File: src/pkg/brk_pkg.sv
// Constants for the event break and trigger logic
// Contract
// - Mode one breaks execution whenever the first event trigger fires.
// - Mode two breaks execution whenever the second event trigger fires.
// - Chained arm: first trigger arms second; second re-arms first and breaks.
// - Coincidence: break via first trigger only when both comparators match together.
// - Independent: either comparator match breaks on its own trigger.
// - Freeze chain: first arms second and freezes trace; second re-arms first, breaks.
// - Continue option resumes the running program after a break.
// - Clearing the interaction mode returns to independent mode.
// - Independent break disables counter, freezes trace and raises a breakpoint.
// - Without continue, stop is default and control returns to the terminal.
`default_nettype none
package brk_pkg;
  // Interaction mode codes on the mode select input
  localparam logic [2:0] MODE_INDEPENDENT = 3'h0;
  localparam logic [2:0] MODE_SINGLE_1    = 3'h1;
  localparam logic [2:0] MODE_SINGLE_2    = 3'h2;
  localparam logic [2:0] MODE_ARM         = 3'h3;
  localparam logic [2:0] MODE_COINCIDENCE = 3'h4;
  localparam logic [2:0] MODE_FREEZE      = 3'h5;
  // Reset values
  localparam logic       ARM1_RESET       = 1'h1;
  localparam logic       ARM2_RESET       = 1'h0;
  localparam logic [2:0] MODE_RESET       = MODE_INDEPENDENT;
endpackage
`default_nettype wire

File: src/design/arm_chain.sv
// Arming state of the two comparators for the chained modes
`default_nettype none
module arm_chain (
  // Clock and reset
  input  wire logic clk_sys,
  input  wire logic rst,
  // Control
  input  wire logic chained,
  input  wire logic hit1,
  input  wire logic hit2,
  // State
  output logic      armed1_q,
  output logic      armed2_q
);
  logic armed1_d;
  logic armed2_d;

  // Hand the arm over from one comparator to the other
  always_comb begin
    armed1_d = armed1_q;
    armed2_d = armed2_q;
    if (!chained) begin
      armed1_d = brk_pkg::ARM1_RESET;
      armed2_d = brk_pkg::ARM2_RESET;
    end else if (armed1_q && hit1) begin
      armed1_d = 1'b0;
      armed2_d = 1'b1;
    end else if (armed2_q && hit2) begin
      armed1_d = 1'b1;
      armed2_d = 1'b0;
    end
  end

  // Registered so arming counts from the next transaction
  always_ff @(posedge clk_sys or posedge rst) begin
    if (rst) begin
      armed1_q <= brk_pkg::ARM1_RESET;
      armed2_q <= brk_pkg::ARM2_RESET;
    end else begin
      armed1_q <= armed1_d;
      armed2_q <= armed2_d;
    end
  end
endmodule // arm_chain
`default_nettype wire

File: src/design/break_logic.sv
// Event break, freeze and return logic
`default_nettype none
module break_logic (
  // Clock and reset
  input  wire logic       clk_sys,
  input  wire logic       rst,
  // Configuration
  input  wire logic [2:0] break_interaction_mode,
  input  wire logic       clear_option,
  input  wire logic       continue_option,
  // Bus transaction qualifier and comparator matches
  input  wire logic       bus_valid,
  input  wire logic       match1,
  input  wire logic       match2,
  // Program start, restarting the counter
  input  wire logic       go_start,
  // Outputs
  output logic            first_event_trigger,
  output logic            second_event_trigger,
  output logic            break_pulse,
  output logic            resume,
  output logic            stop_to_terminal,
  output logic            trace_freeze,
  output logic            counter_enable,
  output logic [2:0]      mode_q
);
  logic [2:0] mode_d;
  logic armed1_q;
  logic armed2_q;
  logic chained;
  logic hit1;
  logic hit2;
  logic t1_d;
  logic t2_d;
  logic brk_d;
  logic frz_d;
  logic cnt_d;
  logic res_d;
  logic stp_d;

  // Mode register; clearing falls back to independent
  always_comb begin
    mode_d = break_interaction_mode;
    if (clear_option) begin
      mode_d = brk_pkg::MODE_INDEPENDENT;
    end
  end

  always_ff @(posedge clk_sys or posedge rst) begin
    if (rst) begin
      mode_q <= brk_pkg::MODE_RESET;
    end else begin
      mode_q <= mode_d;
    end
  end

  assign chained = (mode_q == brk_pkg::MODE_ARM) || (mode_q == brk_pkg::MODE_FREEZE);
  assign hit1    = bus_valid && match1;
  assign hit2    = bus_valid && match2;

  arm_chain u_arm (
    .clk_sys  (clk_sys),
    .rst      (rst),
    .chained  (chained),
    .hit1     (hit1),
    .hit2     (hit2),
    .armed1_q (armed1_q),
    .armed2_q (armed2_q)
  );

  // Trigger combination per mode
  always_comb begin
    t1_d  = 1'b0;
    t2_d  = 1'b0;
    brk_d = 1'b0;
    frz_d = trace_freeze;
    cnt_d = counter_enable;
    case (mode_q)
      brk_pkg::MODE_SINGLE_1: begin
        t1_d  = hit1;
        brk_d = hit1;
      end
      brk_pkg::MODE_SINGLE_2: begin
        t2_d  = hit2;
        brk_d = hit2;
      end
      brk_pkg::MODE_ARM: begin
        t1_d  = hit1 && armed1_q;
        t2_d  = hit2 && armed2_q;
        brk_d = t2_d;
      end
      brk_pkg::MODE_COINCIDENCE: begin
        t1_d  = hit1 && hit2;
        brk_d = t1_d;
      end
      brk_pkg::MODE_FREEZE: begin
        t1_d  = hit1 && armed1_q;
        t2_d  = hit2 && armed2_q;
        brk_d = t2_d;
        if (t1_d) begin
          frz_d = 1'b1;
        end
      end
      default: begin
        t1_d  = hit1;
        t2_d  = hit2;
        brk_d = hit1 || hit2;
      end
    endcase
    // Freeze chain already froze on the first trigger
    if (brk_d) begin
      frz_d = 1'b1;
      cnt_d = 1'b0;
    end
    // Start of a program wins: it reopens the trace and counter
    if (go_start) begin
      frz_d = 1'b0;
      cnt_d = 1'b1;
    end
  end

  // Return option after a break
  always_comb begin
    res_d = brk_d && continue_option;
    stp_d = brk_d && !continue_option;
  end

  always_ff @(posedge clk_sys or posedge rst) begin
    if (rst) begin
      first_event_trigger  <= 1'b0;
      second_event_trigger <= 1'b0;
      break_pulse          <= 1'b0;
      trace_freeze         <= 1'b0;
      counter_enable       <= 1'b0;
      resume               <= 1'b0;
      stop_to_terminal     <= 1'b0;
    end else begin
      first_event_trigger  <= t1_d;
      second_event_trigger <= t2_d;
      break_pulse          <= brk_d;
      trace_freeze         <= frz_d;
      counter_enable       <= cnt_d;
      resume               <= res_d;
      stop_to_terminal     <= stp_d;
    end
  end

  // Checks beside the logic
  chk_single_one: assert property (@(posedge clk_sys) disable iff (rst)
    (mode_q == brk_pkg::MODE_SINGLE_1 && hit1) |=> break_pulse)
    else $error("single mode one missed break");
  chk_single_two: assert property (@(posedge clk_sys) disable iff (rst)
    (mode_q == brk_pkg::MODE_SINGLE_2 && !hit2) |=> !break_pulse)
    else $error("single mode two spurious break");
  chk_arm_chain: assert property (@(posedge clk_sys) disable iff (rst)
    (mode_q == brk_pkg::MODE_ARM && $past(mode_q) == brk_pkg::MODE_ARM && armed1_q && hit1) |=> armed2_q)
    else $error("first trigger did not arm second");
  chk_coin_both: assert property (@(posedge clk_sys) disable iff (rst)
    (mode_q == brk_pkg::MODE_COINCIDENCE && !(hit1 && hit2)) |=> !break_pulse)
    else $error("coincidence broke without both");
  chk_ind_either: assert property (@(posedge clk_sys) disable iff (rst)
    (mode_q == brk_pkg::MODE_INDEPENDENT && (hit1 || hit2)) |=> break_pulse && (!counter_enable || $past(go_start)))
    else $error("independent break missing");
  chk_frz_freeze: assert property (@(posedge clk_sys) disable iff (rst)
    (mode_q == brk_pkg::MODE_FREEZE && t1_d && !go_start) |=> trace_freeze)
    else $error("freeze chain did not freeze");
  chk_cont_resume: assert property (@(posedge clk_sys) disable iff (rst)
    break_pulse |-> (resume == $past(continue_option)) && (stop_to_terminal != resume))
    else $error("return option wrong");
  chk_clear_ind: assert property (@(posedge clk_sys) disable iff (rst)
    clear_option |=> mode_q == brk_pkg::MODE_INDEPENDENT)
    else $error("clear did not select independent");

  // Single modes ignore the other comparator entirely
  chk_single_ign: assert property (@(posedge clk_sys) disable iff (rst)
    (mode_q == brk_pkg::MODE_SINGLE_1) |=> !second_event_trigger)
    else $error("single mode one raised second trigger");

  chk_single2_ign: assert property (@(posedge clk_sys) disable iff (rst)
    (mode_q == brk_pkg::MODE_SINGLE_2) |=> !first_event_trigger)
    else $error("single mode two raised first trigger");

  // Armed second comparator breaks; unarmed one is refused
  chk_arm_break: assert property (@(posedge clk_sys) disable iff (rst)
    (mode_q == brk_pkg::MODE_ARM && armed2_q && hit2) |=> break_pulse && second_event_trigger)
    else $error("armed second trigger did not break");

  chk_arm_refuse: assert property (@(posedge clk_sys) disable iff (rst)
    (mode_q == brk_pkg::MODE_ARM && !armed2_q) |=> !break_pulse)
    else $error("chained arm broke while unarmed");

  // Coincidence fires only through the first trigger
  chk_coin_fire: assert property (@(posedge clk_sys) disable iff (rst)
    (mode_q == brk_pkg::MODE_COINCIDENCE && hit1 && hit2) |=> first_event_trigger && break_pulse
      && !second_event_trigger)
    else $error("coincidence did not break on both");

  chk_ind_second: assert property (@(posedge clk_sys) disable iff (rst)
    (mode_q == brk_pkg::MODE_INDEPENDENT && hit2) |=> second_event_trigger)
    else $error("independent second trigger missing");

  // Freeze chain re-arms the first comparator when it breaks
  chk_frz_rearm: assert property (@(posedge clk_sys) disable iff (rst)
    (mode_q == brk_pkg::MODE_FREEZE && armed2_q && hit2) |=> armed1_q && break_pulse)
    else $error("freeze chain did not re-arm first");

  chk_frz_nobrk: assert property (@(posedge clk_sys) disable iff (rst)
    (mode_q == brk_pkg::MODE_FREEZE && !(armed2_q && hit2)) |=> !break_pulse)
    else $error("freeze chain broke without second trigger");

  // Freeze is sticky until the next program start
  chk_freeze_hold: assert property (@(posedge clk_sys) disable iff (rst)
    (trace_freeze && !go_start) |=> trace_freeze)
    else $error("trace freeze released early");

  chk_stop_default: assert property (@(posedge clk_sys) disable iff (rst)
    break_pulse |-> (stop_to_terminal == !$past(continue_option)))
    else $error("stop option wrong after break");

  // A break shuts the counter and freezes the trace
  chk_brk_freeze: assert property (@(posedge clk_sys) disable iff (rst)
    (break_pulse && !$past(go_start)) |-> trace_freeze && !counter_enable)
    else $error("break left trace or counter running");

  chk_go_reopen: assert property (@(posedge clk_sys) disable iff (rst)
    go_start |=> !trace_freeze && counter_enable)
    else $error("program start did not reopen trace");

  // Outside chained modes the arm rests on the first comparator
  chk_arm_unchain: assert property (@(posedge clk_sys) disable iff (rst)
    !chained |=> armed1_q && !armed2_q)
    else $error("arm state not reset outside chained modes");
endmodule // break_logic
`default_nettype wire

File: config.mk
export PLATFORM = sky130hd
export DESIGN_NAME = break_logic
export DESIGN_NICKNAME = d
export VERILOG_FILES = /design/src/pkg/brk_pkg.sv /design/src/design/arm_chain.sv /design/src/design/break_logic.sv
export SDC_FILE = /design/constraint.sdc
export NUM_CORES = 1
export LEC_CHECK = 0
export BUFFER_PORTS_ARGS = -buffer_cell sky130_fd_sc_hd__buf_2
export CAP_MARGIN = 25
export CORE_MARGIN = 5
export CORE_UTILIZATION = 46
export CTS_CLUSTER_SIZE = 20
export DETAILED_ROUTE_END_ITERATION = 16
export GPL_TIMING_DRIVEN = 0
export PLACE_DENSITY = 0.74
export SLEW_MARGIN = 20
export SYNTH_ARGS = -nofsm -noshare
export SYNTH_HDL_FRONTEND = slang
export SYNTH_SLANG_ARGS = --single-unit
export TNS_END_PERCENT = 20
File: constraint.sdc
create_clock -name clk_sys -period 1.6 [get_ports clk_sys]
set_input_delay 0.08 -clock clk_sys [delete_from_list [all_inputs] [get_ports clk_sys]]
set_output_delay 0.08 -clock clk_sys [all_outputs]
set_load 0.01 [all_outputs]
==> results of run 1 <==
[registers in the layout, indices dropped and copies added (netlist names)]
register and count:
mode_q 3, trace_freeze 1, second_event_trigger 1, resume 1
u_arm.armed1_q 1, stop_to_terminal 1, counter_enable 1, u_arm.armed2_q 1
first_event_trigger 1, break_pulse 1
[what timing repair did]
item / CTS / global route
endpoints found under the hold margin: 16 / 0
hold buffers: 4 / 0
setup endpoints to repair: 0 / 0
[worst min-delay path by stage]
stage,endpoint,slack [ns],cells after the start
2_1_floorplan,break_pulse,-0.06,1
3_3_place_gp,mode_q[0],0.09,2
3_5_place_dp,counter_enable,0.11,2
4_1_cts,mode_q[1],0.02,2
5_1_grt,mode_q[1],0.03,2
6_report,mode_q[1],0.03,2
[through the flow]
stage / total power (W) / instance area [um^2] / util, % / std cells / hold slack (ns)
after global placement: 0.0004419 / 729.5 / 56.77 / 88 / 0.09375
after CTS: 0.0006976 / 805.8 / 62.71 / 96 / 0.02359
after global routing: 0.0007381 / 805.8 / 62.71 / 96 / 0.03015
after detailed placement: 0.0004465 / 729.5 / 56.77 / 88 / 0.1086
after floorplan: 0.0004032 / 610.6 / - / 53 / -0.05602
final: 0.0006904 / 805.8 / 62.71 / 96 / 0.02642
[routing by layer]
| layer | vias up | part of all wire [%] | GRT usage (%) |
|---|---|---|---|
| li1 | 236 | - | - |
| met1 | 252 | 37 | 15.94 |
| met2 | 14 | 57 | 28.57 |
| met3 | 4 | 5.1 | 6.250 |
| met4 | 0 | 1.5 | 6.818 |
| met5 | - | 0 | 0 |
[layout make-up]
| type | instances | area share (%) |
|---|---|---|
| plain buffers | 3 | 3.416 |
| clock buffers | 4 | 4.503 |
| inverters | 4 | 1.863 |
| multi-input cells | 34 | 33.07 |
| flip-flops and latches | 12 | 37.42 |
| well taps | 15 | 2.329 |
| repair buffers | 24 | 17.39 |
[synthesized netlist by cell type (all sizes together)]
cell / n
nor2b: 3
o21ai: 1
a21oi: 3
a21o: 1
o21bai: 1
dfstp: 1
buf: 3
nor3b: 2
o311ai: 1
a32oi: 1
xor2: 1
nand2b: 2
a31oi: 1
o21a: 1
o211ai: 1
nand3b: 1
a211o: 1
nand3: 1
a221oi: 1
nand2: 5
nor2: 4
a211oi: 2
dfrtp: 11
inv: 4
[power by group]
group | total (W) | internal, W | switching (W)
clock network | 0.000243 | 0.000138 | 0.000105
registers | 0.000327 | 0.000319 | 0.00000833
logic | 0.000120 | 0.0000553 | 0.0000647
total | 0.000690 | 0.000513 | 0.000178
[layout by cell type, fill, tap and decap left out]
cell type / count
a211o_1: 1
a211oi_2: 1
a211oi_4: 1
a21o_1: 1
a21oi_1: 3
a221oi_1: 1
a31oi_1: 1
a32oi_1: 1
buf_2: 21
buf_6: 2
clkbuf_4: 3
clkbuf_8: 1
dfrtp_1: 11
dfstp_2: 1
dlygate4sd3_1: 4
inv_1: 4
nand2_1: 4
nand2_2: 1
nand2b_1: 2
nand3_1: 1
nand3b_4: 1
nor2_1: 4
nor2b_1: 3
nor3b_1: 2
o211ai_2: 1
o21a_1: 1
o21ai_0: 1
o21bai_2: 1
o311ai_4: 1
xor2_1: 1
[kinds of logic (layout without fill, tap and decap cells)]
family,Yosys count,in the layout
AND/OR/NAND/NOR,18,18
AO/OA/AOI/OAI,15,15
flip-flops,12,12
buffers and inverters,7,35
XOR/XNOR,1,1
[critical path: cells and delay by family, from the launching register on]
kind | cells | cell delay (ns)
AOI/OAI and AO/OA | 3 | 0.63
DFF | 1 | 0.39
and+or+nand+nor | 1 | 0.16
buffers and inverters | 1 | 0.15
==> results.cfg, run 1 <==
[detailed_routing]
ant_nets = 0
vias = 506
drt_iter0_drc = 7
drc = 0
via_per_inst = 5.271
post_drt_wl_per_cell_um = 13.65
first_pass_iters = 2
drt-total-wl_um = 1310

[logic_synthesis]
synth.distinct_cells = 27
synthSimpleGateAreaFrac_pct = 17.62
synth_compound_area_share_pct = 24.59
synth_top_family_by_area = compound AO/OA/AOI/OAI gates
synth.ff_latch_count = 12
yosysTopAreaCell = dfrtp_1
synthAdderAreaFrac_pct = 0
yosys_warnings = 0
synth_area_um2 = 610.6
syn_inst = 53
postSynthAreaPerCell_um2 = 11.52
synthXorXnorAreaFrac_pct = 1.434
synthMuxAreaShare_pct = 0
yosys.area.top_type_share_pct = 45.08
synth_area_leaders = dfrtp_1, dfstp_2, o311ai_4
yosysSeqAreaShare_pct = 49.39
syn_nets = 64

[finish]
area_growth_pct = 31.97
multi_input_area_um2 = 266.5
nFillCells = 110
drive_gt1_share_pct = 43.21
regArea_um2 = 301.5
diodes = 0
final_nets = 93

[setup_path]
rr_endpoint = counter_enable
cp.required_ns = 1.77
criticalPathCategory = flop to flop
cp.arrival_ns = 1.60
crit_fanout = 10
slowest_stage = dfrtp_1
rrSetupSlack_ns = 0.17
rr_startpoint = mode_q[1]
cp-end-kind = flop
path_cells = buf_6, nand3b_4, a211oi_4, o311ai_4, a21o_1
startpoint = mode_q[1]
reg2reg_depth = 5
slowest_delay_ns = 0.39
start_kind = flop
endpoint = counter_enable

[global_route]
track_usage_pct = 15.90
grt_overflow = 0
grt_max_degree = 13
grt_pass1_wl_um = 2297
antenna_found_initial = 0
grt_pass1_vias = 511

[power_and_ir_drop]
powerDensity_mw_per_mm2 = 856.9
vdd_drop_max_mv = 0.5335
p_leak_nw = 0.4084

[die]
dieArea_mm2 = 0.002156
die_height_um = 46.43
initial_core_util_pct = 47.52
ios = 21
fp-row-count = 13
core_area_mm2 = 0.001285
die_w_um = 46.43

[clock_tree]
htree_levels = 1
clock-sinks = 12
root_buffer = clkbuf_4
cts_tree = yes
clkLatencyLatePin_ns = 0.27
postCtsSetupBuffers = 0
clk_pin_slew_ns = 0.07
clockBufferDepth = 2
cts_resized = 0
cts_made_buffers = 3

[place]
hpwl_um = 936.4
io_buffers = 20
pre_cts_ws_ns = 0.1724
place.gp.congestion = 0.7459

[timing]
drv_slew = 0
finClkSkew_ns = 0.004032
finalSetupTns_ns = 0
hold_viol_final = 0
fin_crit_sh_pct = 89.44
timing.fmax_mhz = 698.8
worst_slew_pin_slew_ns = 0.4456
rsz0062_at_grt = false
setup_violations = 0
worst_slack_ns = 0.1690
maxSlewHeadroom_pct = 70.26
fin_crit_ns = 1.431

[run_status]
status = finished, final reports clean

[run]
max-cap-violations = 0

[worst_hold_path]
hold_path_startpoint = break_interaction_mode[1]
hold_path_class = primary input to flop
No activity file was read; power rests on OpenSTA's default activity.
==> run 2, diff against run 1 <==
- ABC_CLOCK_PERIOD_IN_PS: default -> 1600
- CORE_AREA: default -> 5 5 42 44
- CORE_MARGIN: 5 -> default
- CORE_UTILIZATION: 46 -> default
- DIE_AREA: default -> 0 0 47 49
- PLACE_DENSITY: 0.74 -> 0.7
- SYNTH_HIERARCHICAL: default -> 1
==> results.cfg, run 2 <==
[run_status]
status = finished, final reports clean

[logic_synthesis]
synth.distinct_cells = 21
synth_most_common_cell = dfrtp_1
yosysTopAreaCell = dfrtp_1
synth_area_um2 = 565.5
postSynthAreaPerCell_um2 = 10.88
synth_common_cells = dfrtp_1, nor2b_1, nand2_1, nand2b_1
synthFlopType = dfrtp_1
yosys.area.top_type_share_pct = 48.67
synth_compound_area_share_pct = 22.12
yosysSeqAreaShare_pct = 53.32
synthXorXnorAreaFrac_pct = 0
synthAdderAreaFrac_pct = 0
synth_top_family_by_area = compound AO/OA/AOI/OAI gates
synth.ff_latch_count = 12
async_flop_share_pct = 100.0
syn_nets = 63
synthMuxAreaShare_pct = 1.770
synth_edf_count = 0
syn_inst = 52
synthSimpleGateAreaFrac_pct = 20.80
yosys_warnings = 6
synth_area_leaders = dfrtp_1, nor2b_1, dfstp_2

[setup_path]
crit_fanout = 9
cp-end-kind = flop
rrSetupSlack_ns = 0.27
reg2reg_depth = 4
rr_endpoint = counter_enable
criticalPathCategory = flop to flop
rr_startpoint = mode_q[0]
start_kind = flop
cp.arrival_ns = 1.50
cp.required_ns = 1.77

[finish]
final_common_cell = buf_2
area_growth_pct = 34.73
layoutNonFillerInstCount = 96
nFillCells = 137
final_nets = 92
largest_reg_flops = 3
diodes = 0
design_area_um2 = 762.0
final_cell_mix = buf_2, dfrtp_1, nor2b_1
regMostFlops = mode_q
drive_gt1_share_pct = 37.50
final_util_pct = 54.37

[timing]
finalSetupTns_ns = 0
fin_crit_sh_pct = 83.13
worst_slew_pin_slew_ns = 0.3658
fin_crit_ns = 1.330
timing.fmax_mhz = 751.9
setup_violations = 0
rsz0062_at_grt = false
hold_viol_final = 0
worst_slack_ns = 0.2700
drv_slew = 0
finClkSkew_ns = 0.0007646
maxSlewHeadroom_pct = 75.59

[worst_hold_path]
hold_path_class = primary input to flop
hold_depth = 2
min_to = mode_q[0]
hold_path_startpoint = break_interaction_mode[0]

[power_and_ir_drop]
powerDensity_mw_per_mm2 = 890.4
p_comb_share_pct = 15.0
vdd_drop_max_mv = 0.4123
power_frac_clock_pct = 35.8
p_seq_share_pct = 49.1
switching_share_pct = 24.81
p_sw_w = 0.0001683
p_leak_nw = 0.3740
internal_power_w = 0.0005102

[clock_tree]
clk_pin_slew_ns = 0.08
cts_tree = yes
clock-sinks = 12
cts_made_buffers = 3
htree_levels = 1
root_buffer = clkbuf_4
clockBufferDepth = 2
clkLatencyLatePin_ns = 0.27
cts_resized = 0

[global_route]
grt_max_degree = 11
antenna_found_initial = 0
grt_pass1_vias = 480
grt_overflow = 0
grt_pass1_wl_um = 2070
track_usage_pct = 12.63

[detailed_routing]
first_pass_iters = 4
vias = 473
via_per_inst = 4.927
ant_nets = 0
drt_iter0_drc = 5
post_drt_wl_per_cell_um = 12.21
drc = 0
drt-total-wl_um = 1172

[place]
pre_cts_ws_ns = 0.2777
io_buffers = 20
place.gp.congestion = 0.7479
hpwl_um = 887
placed_cells = 88
placed_area_um2 = 685.7

[run]
max-cap-violations = 0

[die]
die_height_um = 49
initial_core_util_pct = 40.36
fp-row-count = 14
dieArea_mm2 = 0.002303
ios = 21
core_area_mm2 = 0.001401
die_w_um = 47
run 2: power groups by stage:
stage | combinational, W | sequential, W | clock (W)
after floorplan | 0.0000463 | 0.000347 | 0
after global placement | 0.0000942 | 0.000340 | 0
after detailed placement | 0.0000958 | 0.000340 | 0
after CTS | 0.000103 | 0.000334 | 0.000252
after global routing | 0.000114 | 0.000336 | 0.000275
final | 0.000102 | 0.000333 | 0.000243
run 2: what timing repair did:
action | CTS | global route
hold buffers | 4 | 0
endpoints found under the setup margin | 0 | 0
endpoints found under the hold margin | 17 | 0
setup buffers | 0 | 0
run 2: metrics by stage:
step                hold slack (ns)   power, W
CTS                         0.01101  0.0006889
finish                      0.01754  0.0006785
global placement           -0.06283  0.0004337
detailed placement         -0.05561  0.0004355
global route               0.007267  0.0007256
floorplan                   -0.1795  0.0003936
run 2: worst max-delay path by stage:
stage	slack, ns	to	cells after the start	start
after global routing	0.20	counter_enable	4	mode_q[0]
after detailed placement	0.28	counter_enable	4	mode_q[0]
after floorplan	0.35	counter_enable	4	mode_q[0]
after global placement	0.29	counter_enable	4	mode_q[0]
final	0.27	counter_enable	4	mode_q[0]
after CTS	0.26	counter_enable	4	mode_q[0]
run 2: routing by layer:
metal  vias up  share of wire [%]  GRT usage, %
met5         -                  0             0
met4         0                1.6         6.452
met3         4                6.4         5.904
met2        15                 50         18.78
met1       217                 41         14.68
li1        237                  -             -
run 2: cell type report:
class	instances	area (um^2)	area share, %
flip-flops and latches	12	301.5	39.57
clock buffers	4	36.28	4.762
repair buffers	24	140.1	18.39
well taps	16	20.02	2.627
multi-input cells	37	252.7	33.17
inverters	3	11.26	1.478
run 2: cell families (layout without fill, tap and decap cells):
logic type | count (synthesis) | count (layout)
AO/OA/AOI/OAI | 16 | 16
AND/OR/NAND/NOR | 20 | 20
flip-flops | 12 | 12
buffers and inverters | 3 | 31
multiplexers | 1 | 1
run 2: critical path: stages, from the launching register on:
cell and delay [ns]:
dfrtp_1 0.47, nand2b_4 0.19, o211ai_2 0.15, o211ai_2 0.17, a31o_1 0.24
